`src/smw_pkg.sv`:
```
// package of register map, field positions and mode types for sleep/wake control
package smw_pkg;
  // =====================================
  // register byte addresses
  localparam logic [31:0] SMW_ADDR_CLKEN   = 32'h4000_0008;
  localparam logic [31:0] SMW_ADDR_FLAGS   = 32'h4000_A014;
  localparam logic [31:0] SMW_ADDR_MASK    = 32'h4000_A054;
  localparam logic [31:0] SMW_ADDR_CMPBH   = 32'h4000_6020;
  localparam logic [31:0] SMW_ADDR_CMPBL   = 32'h4000_6024;
  localparam logic [31:0] SMW_ADDR_TMRCFG  = 32'h4000_6000;
  localparam logic [31:0] SMW_ADDR_WAKECR  = 32'h4000_0010;
  localparam logic [31:0] SMW_ADDR_WAKEREC = 32'h4000_0014;
  localparam logic [31:0] SMW_ADDR_PWRSTAT = 32'h4000_0018;
  // =====================================
  // field positions
  localparam int SMW_BIT_WRAP     = 0;
  localparam int SMW_BIT_CMPA     = 1;
  localparam int SMW_BIT_CMPB     = 2;
  localparam int SMW_BIT_XTAL     = 0;
  localparam int SMW_BIT_RCKEEP   = 1;
  localparam int SMW_BIT_TMR_EN   = 11;
  localparam int SMW_BIT_WAKECORE = 0;
  // wake record bits
  localparam int SMW_WR_GPIO   = 0;
  localparam int SMW_WR_SC1    = 1;
  localparam int SMW_WR_SC2    = 2;
  localparam int SMW_WR_EXTD   = 3;
  localparam int SMW_WR_DBGPWR = 4;
  localparam int SMW_WR_SYSPWR = 5;
  localparam int SMW_WR_CMPA   = 6;
  localparam int SMW_WR_CMPB   = 7;
  localparam int SMW_WR_WRAP   = 8;
  localparam int SMW_WR_CORE   = 9;
  localparam int SMW_WR_W      = 10;
  // =====================================
  // reset values
  localparam logic [1:0]  SMW_RST_CLKEN = 2'h2;
  localparam logic [15:0] SMW_RST_CMPB  = 16'hFFFF;
  localparam logic [2:0]  SMW_RST_IRQ   = 3'h0;
  // =====================================
  // power modes
  typedef enum logic [2:0] {
    SMW_RUN, SMW_IDLE, SMW_PRE_DEEP, SMW_DEEP0, SMW_DEEP1, SMW_DEEP2
  } smw_mode_t;
endpackage

```
`src/smw_sleep_wake.sv`:
```
// sleep entry, wake source gating, wake recording and sleep timer irq registers
//
// Decided for this implementation: the APB interface to the registers.
`timescale 1ns/10ps
module smw_sleep_wake
  import smw_pkg::*;
#(
  parameter int GPIO_W = 24,
  parameter int SC1_PIN = 10,
  parameter int SC2_PIN = 2
) (
  input  wire logic              clock,
  input  wire logic              rst,
  input  wire logic              psel,
  input  wire logic              penable,
  input  wire logic              pwrite,
  input  wire logic [31:0]       paddr,
  input  wire logic [31:0]       pwdata,
  output logic                   pready,
  output logic [31:0]            prdata,
  output logic                   pslverr,
  input  wire logic              sleep_wfi,
  input  wire logic              deep_request_bit,
  input  wire logic              cpu_irq_pending,
  input  wire logic [GPIO_W-1:0] gpio_in,
  input  wire logic              routable_ext_irq_d,
  input  wire logic              dbg_pwrup_req,
  input  wire logic              sys_pwrup_req,
  input  wire logic              match_a_event,
  input  wire logic              match_b_event,
  input  wire logic              counter_wrap_event,
  output logic                   cpu_halt,
  output logic                   core_power_off,
  output logic                   periph_reset,
  output logic                   core_reset,
  output logic                   sleep_timer_run,
  output logic                   low_freq_rc_osc,
  output logic                   xtal_osc_enable,
  output logic                   timer_irq,
  output logic [31:0]            match_b_value,
  output logic                   wake_pulse
);
  // refuse pin indices the synchroniser cannot serve
  if (GPIO_W < 1 || SC1_PIN < 0 || SC1_PIN >= GPIO_W ||
      SC2_PIN < 0 || SC2_PIN >= GPIO_W) begin : g_bad_params
    $error("smw_sleep_wake: bad pin parameters");
  end

  // =====================================
  // pin synchronisers
  // only the second stage and its delayed copy feed logic; the first may be metastable
  localparam int SYNC_W = GPIO_W + 3;
  logic [SYNC_W-1:0] sync1_q;
  logic [SYNC_W-1:0] sync2_q;
  logic [SYNC_W-1:0] prev_q;
  always_ff @(posedge clock) begin
    if (rst) begin
      sync1_q <= '0;
      sync2_q <= '0;
      prev_q  <= '0;
    end else begin
      sync1_q <= {sys_pwrup_req, dbg_pwrup_req, routable_ext_irq_d, gpio_in};
      sync2_q <= sync1_q;
      prev_q  <= sync2_q;
    end
  end
  logic              dbg_s;
  logic              sys_s;
  logic [SYNC_W-1:0] edge_s;
  // edges masked until the chain refills after reset,
  // else a pin idling high would look like a wake edge
  logic [1:0]        settle_q;
  always_ff @(posedge clock) begin
    if (rst) begin
      settle_q <= 2'h0;
    end else if (!(&settle_q)) begin
      settle_q <= settle_q + 2'h1;
    end
  end
  assign dbg_s  = sync2_q[GPIO_W+1];
  assign sys_s  = sync2_q[GPIO_W+2];
  assign edge_s = (sync2_q ^ prev_q) & {SYNC_W{&settle_q}};

  // =====================================
  // apb slave, zero wait states
  logic wr_en;
  logic rd_en;
  assign pready  = 1'b1;
  assign wr_en   = psel && penable && pwrite;
  assign rd_en   = psel && penable && !pwrite;

  function automatic logic addr_known(input logic [31:0] a);
    return a == SMW_ADDR_CLKEN || a == SMW_ADDR_FLAGS || a == SMW_ADDR_MASK ||
           a == SMW_ADDR_CMPBH || a == SMW_ADDR_CMPBL || a == SMW_ADDR_TMRCFG ||
           a == SMW_ADDR_WAKECR || a == SMW_ADDR_WAKEREC || a == SMW_ADDR_PWRSTAT;
  endfunction
  assign pslverr = psel && penable && !addr_known(paddr);

  // =====================================
  // compare b with low-half hold
  logic [15:0] cmpb_hold_q;
  logic [15:0] cmpb_lo_q;
  logic [15:0] cmpb_hi_q;
  always_ff @(posedge clock) begin
    if (rst) begin
      cmpb_hold_q <= SMW_RST_CMPB;
      cmpb_lo_q   <= SMW_RST_CMPB;
      cmpb_hi_q   <= SMW_RST_CMPB;
    end else if (wr_en && paddr == SMW_ADDR_CMPBL) begin
      cmpb_hold_q <= pwdata[15:0];
    end else if (wr_en && paddr == SMW_ADDR_CMPBH) begin
      cmpb_hi_q <= pwdata[15:0];
      cmpb_lo_q <= cmpb_hold_q;
    end
  end
  assign match_b_value = {cmpb_hi_q, cmpb_lo_q};

  // timer enable shadow, read back so software can honour the change window
  logic tmr_en_q;
  always_ff @(posedge clock) begin
    if (rst) begin
      tmr_en_q <= 1'b0;
    end else if (wr_en && paddr == SMW_ADDR_TMRCFG) begin
      tmr_en_q <= pwdata[SMW_BIT_TMR_EN];
    end
  end

  // =====================================
  // irq flags and mask
  logic [2:0] flags_q;
  logic [2:0] mask_q;
  logic [2:0] evt;
  logic [2:0] clr;
  assign evt = {match_b_event, match_a_event, counter_wrap_event};
  assign clr = (wr_en && paddr == SMW_ADDR_FLAGS) ? pwdata[2:0] : 3'h0;
  // set wins over a same-cycle write-one clear
  always_ff @(posedge clock) begin
    if (rst) begin
      flags_q <= SMW_RST_IRQ;
    end else begin
      flags_q <= (flags_q & ~clr) | evt;
    end
  end
  always_ff @(posedge clock) begin
    if (rst) begin
      mask_q <= SMW_RST_IRQ;
    end else if (wr_en && paddr == SMW_ADDR_MASK) begin
      mask_q <= pwdata[2:0];
    end
  end
  always_ff @(posedge clock) begin
    if (rst) begin
      timer_irq <= 1'b0;
    end else begin
      timer_irq <= |(flags_q & mask_q);
    end
  end

  // =====================================
  // clock source enables
  logic [1:0] clken_q;
  logic       wake;
  // a wake beats a same-cycle software write
  always_ff @(posedge clock) begin
    if (rst) begin
      clken_q <= SMW_RST_CLKEN;
    end else if (wake) begin
      clken_q[SMW_BIT_RCKEEP] <= 1'b1;
    end else if (wr_en && paddr == SMW_ADDR_CLKEN) begin
      clken_q <= pwdata[1:0];
    end
  end

  // =====================================
  // power mode machine
  smw_mode_t mode_q;
  smw_mode_t mode_d;
  logic      core_wake_w;
  logic      pin_wake;
  logic      tmr_wake;
  assign core_wake_w = wr_en && paddr == SMW_ADDR_WAKECR && pwdata[SMW_BIT_WAKECORE];
  assign pin_wake = |edge_s[GPIO_W-1:0]
                  || edge_s[SC1_PIN] || edge_s[SC2_PIN]
                  || edge_s[GPIO_W];
  assign tmr_wake = |evt;

  always_comb begin
    mode_d = mode_q;
    wake   = 1'b0;
    unique case (mode_q)
      SMW_RUN: begin
        if (sleep_wfi && deep_request_bit) begin
          mode_d = SMW_PRE_DEEP;
        end else if (sleep_wfi) begin
          mode_d = SMW_IDLE;
        end
      end
      SMW_IDLE: begin
        if (cpu_irq_pending) begin
          mode_d = SMW_RUN;
        end
      end
      SMW_PRE_DEEP: begin
        // synced request, so entry lags the pin by three edges
        if (!sys_s) begin
          if (dbg_s) begin
            mode_d = SMW_DEEP0;
          end else if (clken_q[SMW_BIT_RCKEEP]) begin
            mode_d = SMW_DEEP1;
          end else begin
            mode_d = SMW_DEEP2;
          end
        end
      end
      SMW_DEEP0: begin
        if (core_wake_w || pin_wake) begin
          wake = 1'b1;
        end
      end
      SMW_DEEP1: begin
        if (pin_wake || dbg_s || sys_s || tmr_wake) begin
          wake = 1'b1;
        end
      end
      SMW_DEEP2: begin
        if (pin_wake || dbg_s || sys_s) begin
          wake = 1'b1;
        end
      end
    endcase
    if (wake) begin
      mode_d = SMW_RUN;
    end
  end

  always_ff @(posedge clock) begin
    if (rst) begin
      mode_q <= SMW_RUN;
    end else begin
      mode_q <= mode_d;
    end
  end

  // =====================================
  // wake recording, runs in every mode
  logic [SMW_WR_W-1:0] rec_q;
  logic [SMW_WR_W-1:0] rec_set;
  logic [SMW_WR_W-1:0] rec_clr;
  // request levels are recorded as well as edges, so a held one stays set
  always_comb begin
    rec_set = '0;
    rec_set[SMW_WR_GPIO]   = |edge_s[GPIO_W-1:0];
    rec_set[SMW_WR_SC1]    = edge_s[SC1_PIN];
    rec_set[SMW_WR_SC2]    = edge_s[SC2_PIN];
    rec_set[SMW_WR_EXTD]   = edge_s[GPIO_W];
    rec_set[SMW_WR_DBGPWR] = dbg_s;
    rec_set[SMW_WR_SYSPWR] = sys_s;
    rec_set[SMW_WR_CMPA]   = match_a_event;
    rec_set[SMW_WR_CMPB]   = match_b_event;
    rec_set[SMW_WR_WRAP]   = counter_wrap_event;
    rec_set[SMW_WR_CORE]   = core_wake_w;
  end
  assign rec_clr = (wr_en && paddr == SMW_ADDR_WAKEREC) ? pwdata[SMW_WR_W-1:0] : '0;
  always_ff @(posedge clock) begin
    if (rst) begin
      rec_q <= '0;
    end else begin
      rec_q <= (rec_q & ~rec_clr) | rec_set;
    end
  end

  // =====================================
  // power and reset outputs
  always_ff @(posedge clock) begin
    if (rst) begin
      cpu_halt        <= 1'b0;
      core_power_off  <= 1'b0;
      periph_reset    <= 1'b0;
      core_reset      <= 1'b0;
      sleep_timer_run <= 1'b1;
      low_freq_rc_osc <= 1'b1;
      xtal_osc_enable <= 1'b0;
      wake_pulse      <= 1'b0;
    end else begin
      cpu_halt        <= mode_d != SMW_RUN;
      core_power_off  <= mode_d == SMW_DEEP1 || mode_d == SMW_DEEP2;
      periph_reset    <= mode_d == SMW_DEEP0;
      core_reset      <= wake && mode_q != SMW_DEEP0; // core comes back through reset, except when waking from SMW_DEEP0
      sleep_timer_run <= mode_d != SMW_DEEP2;
      low_freq_rc_osc <= mode_d != SMW_DEEP2;
      xtal_osc_enable <= clken_q[SMW_BIT_XTAL];
      wake_pulse      <= wake;
    end
  end

  // =====================================
  // read data
  // loaded at setup so it stands through the access phase
  always_ff @(posedge clock) begin
    if (rst) begin
      prdata <= 32'h0000_0000;
    end else begin
      prdata <= 32'h0000_0000;
      if (psel && !penable && !pwrite) begin
        unique case (paddr)
          SMW_ADDR_CLKEN:   prdata <= {30'h0, clken_q};
          SMW_ADDR_FLAGS:   prdata <= {29'h0, flags_q};
          SMW_ADDR_MASK:    prdata <= {29'h0, mask_q};
          SMW_ADDR_CMPBH:   prdata <= {16'h0, cmpb_hi_q};
          SMW_ADDR_CMPBL:   prdata <= {16'h0, cmpb_lo_q};
          SMW_ADDR_TMRCFG:  prdata <= {20'h0, tmr_en_q, 11'h0};
          SMW_ADDR_WAKEREC: prdata <= {22'h0, rec_q};
          SMW_ADDR_PWRSTAT: prdata <= {29'h0, mode_q};
          default:          prdata <= 32'h0000_0000;
        endcase
      end
    end
  end
  logic unused_rd;
  assign unused_rd = rd_en;
endmodule

```
`config.mk`:
```
export PLATFORM = sky130hd
export DESIGN_NAME = smw_sleep_wake
export DESIGN_NICKNAME = d
export VERILOG_FILES = /design/src/smw_pkg.sv /design/src/smw_sleep_wake.sv
export SDC_FILE = /design/constraint.sdc
export NUM_CORES = 1
export LEC_CHECK = 0
export BUFFER_PORTS_ARGS = -buffer_cell sky130_fd_sc_hd__clkbuf_2
export CAP_MARGIN = 20
export CORE_UTILIZATION = 45
export CTS_BUF_LIST = sky130_fd_sc_hd__clkbuf_8
export CTS_CLUSTER_DIAMETER = 200
export DETAILED_ROUTE_END_ITERATION = 16
export GPL_TIMING_DRIVEN = 0
export HOLD_SLACK_MARGIN = 0.06
export PLACE_DENSITY_LB_ADDON = 0.05
export SYNTH_ARGS = -nofsm -noshare
export SYNTH_HDL_FRONTEND = slang
export SYNTH_SLANG_ARGS = --single-unit
```
`constraint.sdc`:
```
create_clock -name clock -period 4.1 [get_ports clock]
set_input_delay 0.82 -clock clock [delete_from_list [all_inputs] [get_ports clock]]
set_output_delay 0.82 -clock clock [all_outputs]
set_load 0.02 [all_outputs]
```
Word level (Yosys, flattened, before mapping)
Cells that the tools add are included.

Flip-flop bits (word level): 191. Input bits: 102. Output and inout bits: 75.

Add/sub/neg operators: 1. Equal/unequal tests: 19. Muxes and demuxes: 15. Bitwise operators: 12. Reductions and logical operators: 45.

Operator list (count): $eq A32 B31 Y1 const B (9); $pmux W16 S8 (1); $and A25 B25 Y25 (1); $xor A25 B25 Y25 (1); $reduce_or A24 Y1 (1); $mux W3 (7); $logic_and A1 B1 Y1 (16); $logic_or A1 B1 Y1 (16); $eq A3 B3 Y1 const B (4); $and A10 B10 Y10 (1); $mux W10 (1); $not A10 Y10 (1); $or A10 B10 Y10 (1); $eq A3 B2 Y1 const B (3); $pmux W3 S3 (1); $and A3 B3 Y3 (2); $reduce_and A2 Y1 (3); $reduce_or A3 Y1 (2); $mux W1 (4); $reduce_or A2 Y1 (2); $eq A3 B1 Y1 const B (1); $logic_not A1 Y1 (3); $logic_not A3 Y1 (1); $ne A3 B2 Y1 const B (1); other kinds (7) (9).

Depth between registers and ports, before layout
Gate-level depths: netlist of run 1.

Depth in word-level cells: 14. Mapped depth: 9. Gate-level depth less buffers: 6.

Least setup slack after synthesis of run 1
Ideal clock, no wire load.

Path type: in2out. Start: in paddr[30]. End: out pslverr. Data arrival time: 2.347 ns. Path slack: 0.933 ns. Cell stages on the path: 6. Path buffers: 1. Path through: nor4b_1 -> nand2_1 -> clkbuf_1 -> and4bb_2 -> a2111oi_0 -> o2111a_1.

Longest elaborated chain between the ends: 11. Elaborated cells between the ends (all ways): 19. Classes of those cells: eq/ne (9); reduce/logical (10).

Ends and longest elaborated chain: from (decl) (RTL line smw_sleep_wake.sv:17) `input wire logic [31:0] paddr,`; $eq A32 B31 Y1 (RTL line smw_sleep_wake.sv:93) `return a == SMW_ADDR_CLKEN || a == SMW_ADDR_FLAGS || a == SMW_ADDR_MASK ||`; $logic_or A1 B1 Y1 (3 in a row) (RTL line smw_sleep_wake.sv:93); $logic_or A1 B1 Y1 (3 in a row) (RTL line smw_sleep_wake.sv:94) `a == SMW_ADDR_CMPBH || a == SMW_ADDR_CMPBL || a == SMW_ADDR_TMRCFG ||`; $logic_or A1 B1 Y1 (RTL line smw_sleep_wake.sv:95) `a == SMW_ADDR_WAKECR || a == SMW_ADDR_WAKEREC || a == SMW_ADDR_PWRSTAT;`; $logic_or A1 B1 Y1 * (RTL line smw_sleep_wake.sv:95); $logic_not A1 Y1 * (RTL line smw_sleep_wake.sv:97) `assign pslverr = psel && penable && !addr_known(paddr);`; $logic_and A1 B1 Y1 * (RTL line smw_sleep_wake.sv:97); to (decl) (RTL line smw_sleep_wake.sv:21) `output logic pslverr,`.

Every way passes the cells marked *; elsewhere a longest branch is shown, timed or not.

Final worst setup path of run 1
Same ends and word-level chain as after synthesis.

==> key figures, run 1 <==
Run status
  – Run status: finished, final reports clean

Clocking
  – Clock H-tree levels: 4
  – Insertion delay to the later sink of the worst-skew pair: 0.46 ns
  – Post-CTS repair timing setup buffer count: 0
  – Cts-stage hold buffer count: 0
  – CTS tree: yes
  – Largest buffer count on any clock path: 2
  – Post-CTS clock slew at the launch and capture registers of the worst setup and hold paths: 0.08 ns
  – CTS sink cnt: 175
  – Number of clock buffers inserted by TritonCTS: 17
  – PostCTS Resize Cnt: 0
  – Clock root cell: sky130_fd_sc_hd__clkbuf_8

Global route
  – Vias in the first global route: 4921
  – Remaining Overflow, GRT: 0
  – Overall track demand over capacity in global routing: 22.4%
  – Maximum number of pins on one net before global-route repair: 17
  – Number of antenna violations at the first check in global routing: 0
  – Wire length of the first global-routing pass: 25.2 mm

Critical path
  – Cell type of the slowest stage on the worst timing path: sky130_fd_sc_hd__a2111oi_0
  – Capturing element type of the critical path: output port
  – Cell type with the highest occurrence count on the critical path: sky130_fd_sc_hd__clkbuf_2
  – Worst Path Required: 3.28 ns
  – Top cell family by delay on the critical path: compound AO/OA/AOI/OAI gates
  – Number of stages on the worst setup path: 8
  – Cell count of the worst reg-to-reg path: 6
  – Buffers & Inverters on Critical Path: 3
  – Type of the worst setup path: input port to output port
  – CP max FO: 10
  – Critical path's largest stage delay: 0.52 ns
  – Data arrival at the endpoint of the critical path: 2.79 ns
  – CP Cell Sequence: clkbuf_2 -> nor4b_1 -> nand2_1 -> clkbuf_1 -> and4bb_2 -> a2111oi_0 -> o2111a_1 -> clkbuf_2
  – Startpoint kind of the worst setup timing path: input port

Die
  – Die W: 123 um
  – Initial standard-cell utilization of the core: 45.9%
  – Chip Height: 123 um
  – Core ar.: 0.0145 sq mm
  – Row Count: 44
  – Number of top-level pins: 177
  – Total die area: 0.0152 sq mm

Synthesis
  – Count of flip-flops with a built-in enable after synthesis: 0
  – Post-synthesis instance area: 0.00664 sq mm
  – Top flip-flop cell by instance count after synthesis: sky130_fd_sc_hd__dfxtp_1
  – Average footprint of a synthesized cell: 9.99 sq um
  – Count leader, synth: sky130_fd_sc_hd__dfxtp_1
  – List of most frequent post-synthesis cells: sky130_fd_sc_hd__dfxtp_1, sky130_fd_sc_hd__nor2b_1, sky130_fd_sc_hd__nor2_1
  – Post-synthesis sequential area ratio: 52.8%
  – Cell count after synthesis: 665
  – Leading post-synthesis cells by cell area: sky130_fd_sc_hd__dfxtp_1, sky130_fd_sc_hd__nor2b_1, sky130_fd_sc_hd__a211o_1
  – Count of warnings emitted by yosys: 0
  – Cell taking the most area after synthesis: sky130_fd_sc_hd__dfxtp_1
  – Async set-reset flop share out of synthesis: 0%
  – FF+latch count, synth: 175
  – Top cell type's share of synthesized area: 52.8%
  – Count of cell types in the netlist: 52

Timing
  – Number of max-slew violations in the final report: 0
  – Max Fclk: 277 MHz
  – Number of endpoints failing setup at the final stage: 0
  – Setup total negative slack: 0 ns
  – RSZ-0062 raised after global routing: no
  – Layout Skew: 0.0123 ns
  – Worst slew margin relative to its limit: 35.6%
  – Share of the clock period used by the worst path: 88.1%
  – Hold Fails Final Rpt: 0
  – Final period demand of the worst path: 3.61 ns
  – Slew at the pin closest to its max-slew limit: 0.958 ns

Drt
  – 1st-iter DRT viols: 402
  – Drc violations: 0
  – ANT nets after route: 0
  – Count of TritonRoute iterations in the first routing pass: 5
  – Detailed-route wire length: 16.5 mm
  – Routed length per instance: 15.9 um
  – Total number of vias: 5367
  – Detail-routed via count per cell: 5.18

Job
  – Max-cap violations: 0

Finish
  – # nets final: 943
  – Synthesis-to-layout area growth: 21.4%
  – Number of filler instances in the final layout: 1325
  – Share of layout cells above drive strength 1: 25.2%
  – Util after Layout: 55.7%
  – Diode count: 0

Place
  – Final estimated routing congestion in global placement: 0.870
  – IO Port Bufs: 141
  – Post-detailed-placement half-perimeter wirelength: 12.2 mm

Pwr
  – Static power due to leakage: 3.25 nW
  – Power per Cell Area: 408 mW/mm^2
  – Worst IR Drop VDD: 232 uV

Hold path
  – Worst min-delay path category: flip-flop to flip-flop
  – Number of cells on the worst hold path: 1
==> cell families after synthesis <==
family | share of synthesized area, %
and+or+nand+nor | 26.7
DFF | 52.8
AOI/OAI and AO/OA | 10.3
buffers and inverters | 4.80
xor gates and xnor gates | 3.43
muxes | 1.73
other | 0.113
adders and majority gates | 0.188
==> state kept, by name, summed over array words and instances, names as in the netlist <==
| name | flops |
|---|---|
| sync2_q | 27 |
| prdata | 16 |
| prev_q | 25 |
| rec_q | 10 |
| periph_reset | 1 |
| xtal_osc_enable | 1 |
| clken_q | 2 |
| tmr_en_q | 1 |
| cmpb_hold_q | 16 |
| low_freq_rc_osc | 1 |
| flags_q | 3 |
| settle_q | 2 |
| cpu_halt | 1 |
| mode_q | 3 |
| mask_q | 3 |
| cmpb_hi_q | 16 |
| wake_pulse | 1 |
| core_reset | 1 |
| core_power_off | 1 |
| cmpb_lo_q | 16 |
| timer_irq | 1 |
| sync1_q | 27 |
==> power by group <==
| group | internal, mW | switching [mW] | leakage, nW |
|---|---|---|---|
| clock network | 0.630 | 0.633 | 0.211 |
| registers | 1.75 | 0.0258 | 1.43 |
| logic | 0.110 | 0.141 | 1.61 |
==> layout make-up <==
cell class | count | area (sq um) | share of cell area, %
Buffer | 57 | 315 | 3.91
Clock buffer | 18 | 248 | 3.07
Clock inverter | 14 | 179 | 2.22
Inverter | 1 | 3.75 | 0.0466
Multi-Input combinational cell | 447 | 2870 | 35.7
Sequential cell | 175 | 3500 | 43.5
Tap cell | 184 | 230 | 2.86
Timing Repair Buffer | 141 | 706 | 8.76
==> cells in the final DEF, fill, tap and decap left out, types with 5 or more instances in the layout <==
master                       n
sky130_fd_sc_hd__xnor2_1    20
sky130_fd_sc_hd__nand4_1    10
sky130_fd_sc_hd__nor4_1     15
sky130_fd_sc_hd__mux2i_1     7
sky130_fd_sc_hd__nand4b_1    5
sky130_fd_sc_hd__a22oi_1    14
sky130_fd_sc_hd__nand2b_1    5
sky130_fd_sc_hd__nor4_2      5
sky130_fd_sc_hd__dfxtp_1   175
sky130_fd_sc_hd__nand2_1    45
sky130_fd_sc_hd__clkbuf_8   18
sky130_fd_sc_hd__xor2_1      6
sky130_fd_sc_hd__nor3_1      5
sky130_fd_sc_hd__a222oi_1    8
sky130_fd_sc_hd__nand3b_1   19
sky130_fd_sc_hd__a21oi_1    13
sky130_fd_sc_hd__clkbuf_1   27
sky130_fd_sc_hd__clkbuf_2  141
sky130_fd_sc_hd__nor2b_1   115
sky130_fd_sc_hd__buf_4      24
sky130_fd_sc_hd__conb_1     17
sky130_fd_sc_hd__nor2_1     46
sky130_fd_sc_hd__nand3_1    15
sky130_fd_sc_hd__a211o_1    32
==> path summary, 6_finish.rpt <==
check	startpoint	endpoint	slack (ns)
setup / recovery	paddr[30]	pslverr	0.49
hold / removal	sync1_q[15]	sync2_q[15]	0.44
setup reg to reg	prev_q[3]	periph_reset	1.96
hold reg to reg	sync1_q[15]	sync2_q[15]	0.44
==> stage by stage <==
step / hold WS (ns) / power, mW / std cells / instance area (sq um) / setup WS, ns
after floorplan: 0.414 / 1.96 / 680 / 6700 / 0.933
final: 0.440 / 3.29 / 1037 / 8060 / 0.487
after global routing: 0.466 / 3.42 / 1037 / 8060 / 0.253
after detailed placement: 0.421 / 2.07 / 1005 / 7630 / 0.427
after global placement: 0.421 / 2.06 / 1005 / 7630 / 0.448
after CTS: 0.443 / 3.32 / 1037 / 8060 / 0.473
==> layer usage <==
metal	routed length [um]	vias up	track usage (%)
li1	-	2626	-
met1	6910	2489	26.7
met2	8160	225	38.6
met3	1070	27	4.75
met4	376	0	9.79
met5	0	-	0
No activity file was read; power rests on OpenSTA's default activity.
==> run 2, diff against run 1 <==
Settings changed: CORE_ASPECT_RATIO from default to 1.2, CORE_MARGIN from default to 10.
Clock period 4.1 ns to 3.9 ns, I/O delays scaled along.
==> key figures, run 2 (synthesis gave the netlist of run 1 again) <==
Finish
  – Share of layout cells above drive strength 1: 25.3% (+0.12 points)
  – Commonest cells after routing, fill and taps aside: sky130_fd_sc_hd__dfxtp_1, sky130_fd_sc_hd__clkbuf_2, sky130_fd_sc_hd__nor2b_1, sky130_fd_sc_hd__nor2_1, sky130_fd_sc_hd__nand2_1
  – Diode count: 0 (unchanged)
  – Leading cell type in the layout, fill and taps excluded: sky130_fd_sc_hd__dfxtp_1
  – Leading registers by flop count: sync1_q (27), sync2_q (27), prev_q (25)
  – Synthesis-to-layout area growth: 22.0%
  – # nets final: 943 (unchanged)

Timing
  – Final period demand of the worst path: 3.53 ns
  – Hold Fails Final Rpt: 0 (unchanged)
  – Slew at the pin closest to its max-slew limit: 1.05 ns (+0.0900 ns)
  – Share of the clock period used by the worst path: 90.5%
  – Layout Skew: 0.00951 ns (-0.00281 ns)
  – Number of max-slew violations in the final report: 0 (unchanged)
  – Max Fclk: 283 MHz
  – Setup total negative slack: 0 ns (unchanged)
  – Number of endpoints failing setup at the final stage: 0 (unchanged)
  – Worst slew margin relative to its limit: 29.6% (-6.0 points)
  – RSZ-0062 raised after global routing: no
  – Tightest hold margin: 0.439 ns (-0.00103 ns)

Critical path
  – Startpoint kind of the worst setup timing path: input port
  – Top cell family by delay on the critical path: simple AND/OR/NAND/NOR gates
  – Worst setup slack for register-to-register paths: 1.67 ns (-0.29 ns)
  – Cell type with the highest occurrence count on the critical path: sky130_fd_sc_hd__clkbuf_2
  – Buffers & Inverters on Critical Path: 2 (-1)
  – CP max FO: 6 (-4)
  – Type of the worst setup path: input port to output port
  – First element of the critical path: paddr[1]
  – CP Cell Sequence: clkbuf_2 -> nor4_1 -> nand3_1 -> nor3_1 -> a2111oi_0 -> o2111a_1 -> clkbuf_2
  – Reg-to-reg critical path startpoint: sync2_q[23]
  – Critical path's largest stage delay: 0.78 ns (+0.26 ns)
  – Capturing element type of the critical path: output port
  – Data arrival at the endpoint of the critical path: 2.75 ns (-0.04 ns)
  – Cell type of the slowest stage on the worst timing path: sky130_fd_sc_hd__nor3_1
  – Worst Path Required: 3.12 ns (-0.16 ns)

Global route
  – Vias in the first global route: 5401 (+9.8%)
  – Number of antenna violations at the first check in global routing: 1 (+1)
  – Maximum number of pins on one net before global-route repair: 17 (unchanged)
  – Wire length of the first global-routing pass: 28.1 mm (+11%)
  – Overall track demand over capacity in global routing: 18.0% (-4.4 points)
  – Remaining Overflow, GRT: 0 (unchanged)

Clocking
  – Clock H-tree levels: 4 (unchanged)
  – Number of clock buffers inserted by TritonCTS: 17 (unchanged)
  – PostCTS Resize Cnt: 0 (unchanged)
  – CTS tree: yes
  – Post-CTS clock slew at the launch and capture registers of the worst setup and hold paths: 0.08 ns (about the same)
  – Cts-stage hold buffer count: 0 (unchanged)
  – Largest buffer count on any clock path: 2 (unchanged)
  – Insertion delay to the later sink of the worst-skew pair: 0.47 ns (about the same)
  – Clock root cell: sky130_fd_sc_hd__clkbuf_8
  – CTS sink cnt: 175 (unchanged)
  – Post-CTS repair timing setup buffer count: 0 (unchanged)

Die
  – Row Count: 48 (+9.1%)
  – Number of top-level pins: 177 (unchanged)
  – Initial standard-cell utilization of the core: 46.1% (+0.21 points)
  – Total die area: 0.0200 sq mm (+31%)
  – Chip Height: 153 um (+24%)
  – Core ar.: 0.0144 sq mm (-0.45%)
  – Die W: 131 um (+6.0%)

Drt
  – Count of TritonRoute iterations in the first routing pass: 5 (unchanged)
  – Detail-routed via count per cell: 5.16 (-0.37%)
  – Routed length per instance: 17.6 um (+10%)
  – Detailed-route wire length: 18.1 mm (+9.5%)
  – Drc violations: 0 (unchanged)
  – 1st-iter DRT viols: 328 (-18%)
  – Total number of vias: 5301 (-1.2%)
  – ANT nets after route: 0 (unchanged)

Job
  – Max-cap violations: 0 (unchanged)

Run status
  – Run status: finished, final reports clean

Place
  – Final estimated routing congestion in global placement: 0.864 (-0.70%)
  – Post-detailed-placement half-perimeter wirelength: 13.8 mm (+14%)
  – IO Port Bufs: 141 (unchanged)

Pwr
  – Power per Cell Area: 444 mW/mm^2 (+8.8%)
  – Internal portion of total power: 2.75 mW (+10%)
  – Clock share of power: 40.9% (+2.5 points)
  – Sw Ratio: 23.6% (-0.71 points)
  – Portion of total power attributed to combinational logic: 7.2% (-0.4 points)
  – Static power due to leakage: 3.28 nW (+0.88%)
  – Net switching power: 0.849 mW (+6.2%)
  – Worst IR Drop VDD: 254 uV (+9.7%)
  – Register share of total power: 51.9% (-2.1 points)

Hold path
  – Worst min-delay path category: flip-flop to flip-flop
  – Worst Hold Launch: sync1_q[16]
run 2: cell count changes in the layout (fill, tap and decap cells not counted):
cell	change
sky130_fd_sc_hd__bufinv_16	+2
sky130_fd_sc_hd__clkinvlp_4	-2
sky130_fd_sc_hd__clkinv_4	+1
sky130_fd_sc_hd__inv_6	-2
sky130_fd_sc_hd__clkinv_8	+1
sky130_fd_sc_hd__inv_1	-1
sky130_fd_sc_hd__clkinv_2	+1
run 2: worst register-to-register path: cells and delay by family (launching register included):
| family | cells | cell delay [ns] |
|---|---|---|
| AOI/OAI and AO/OA | 1 | 0.19 |
| xor gates and xnor gates | 1 | 0.19 |
| DFF | 1 | 0.33 |
| and+or+nand+nor | 4 | 1.43 |
run 2: power groups by stage:
stage          clock network [mW]  registers [mW]  logic [mW]
3_3_place_gp                    0            1.91       0.255
2_1_floorplan                   0            1.90       0.159
5_1_grt                      1.58            1.87       0.291
3_5_place_dp                    0            1.91       0.261
4_1_cts                      1.51            1.87       0.262
6_report                     1.47            1.87       0.260
run 2: final timing paths:
path / endpoint / cells after the start
setup / recovery: pslverr / 7
hold / removal: sync2_q[16] / 1
setup reg to reg: cpu_halt / 6
hold reg to reg: sync2_q[16] / 1
run 2: layer usage:
layer,vias up,wire (um),track usage (%),part of all wire (%)
met1,2449,7100,19.4,39
met2,192,9100,31.3,50
met5,-,0,0,0
li1,2628,-,-,-
met4,0,352,7.00,1.9
met3,32,1530,6.30,8.5
run 2: through the flow:
stage               instance area [sq um]  std cells  total power, mW  setup slack, ns  util (%)
floorplan                            6700        680             2.06            0.813         -
global placement                     7620        996             2.16            0.297      52.9
detailed placement                   7620        996             2.17            0.183      52.9
CTS                                  8100       1028             3.63            0.391      56.2
global route                         8100       1028             3.75            0.148      56.2
finish                               8100       1028             3.60            0.372      56.2
run 2: area by class of cell:
type	instances	area [sq um]
multi-input cells	447	2870
inverters	1	3.75
clock buffers	18	248
clock inverters	14	233
plain buffers	57	315
well taps	175	219
flip-flops and latches	175	3500
repair buffers	141	706
fillers	1362	6310
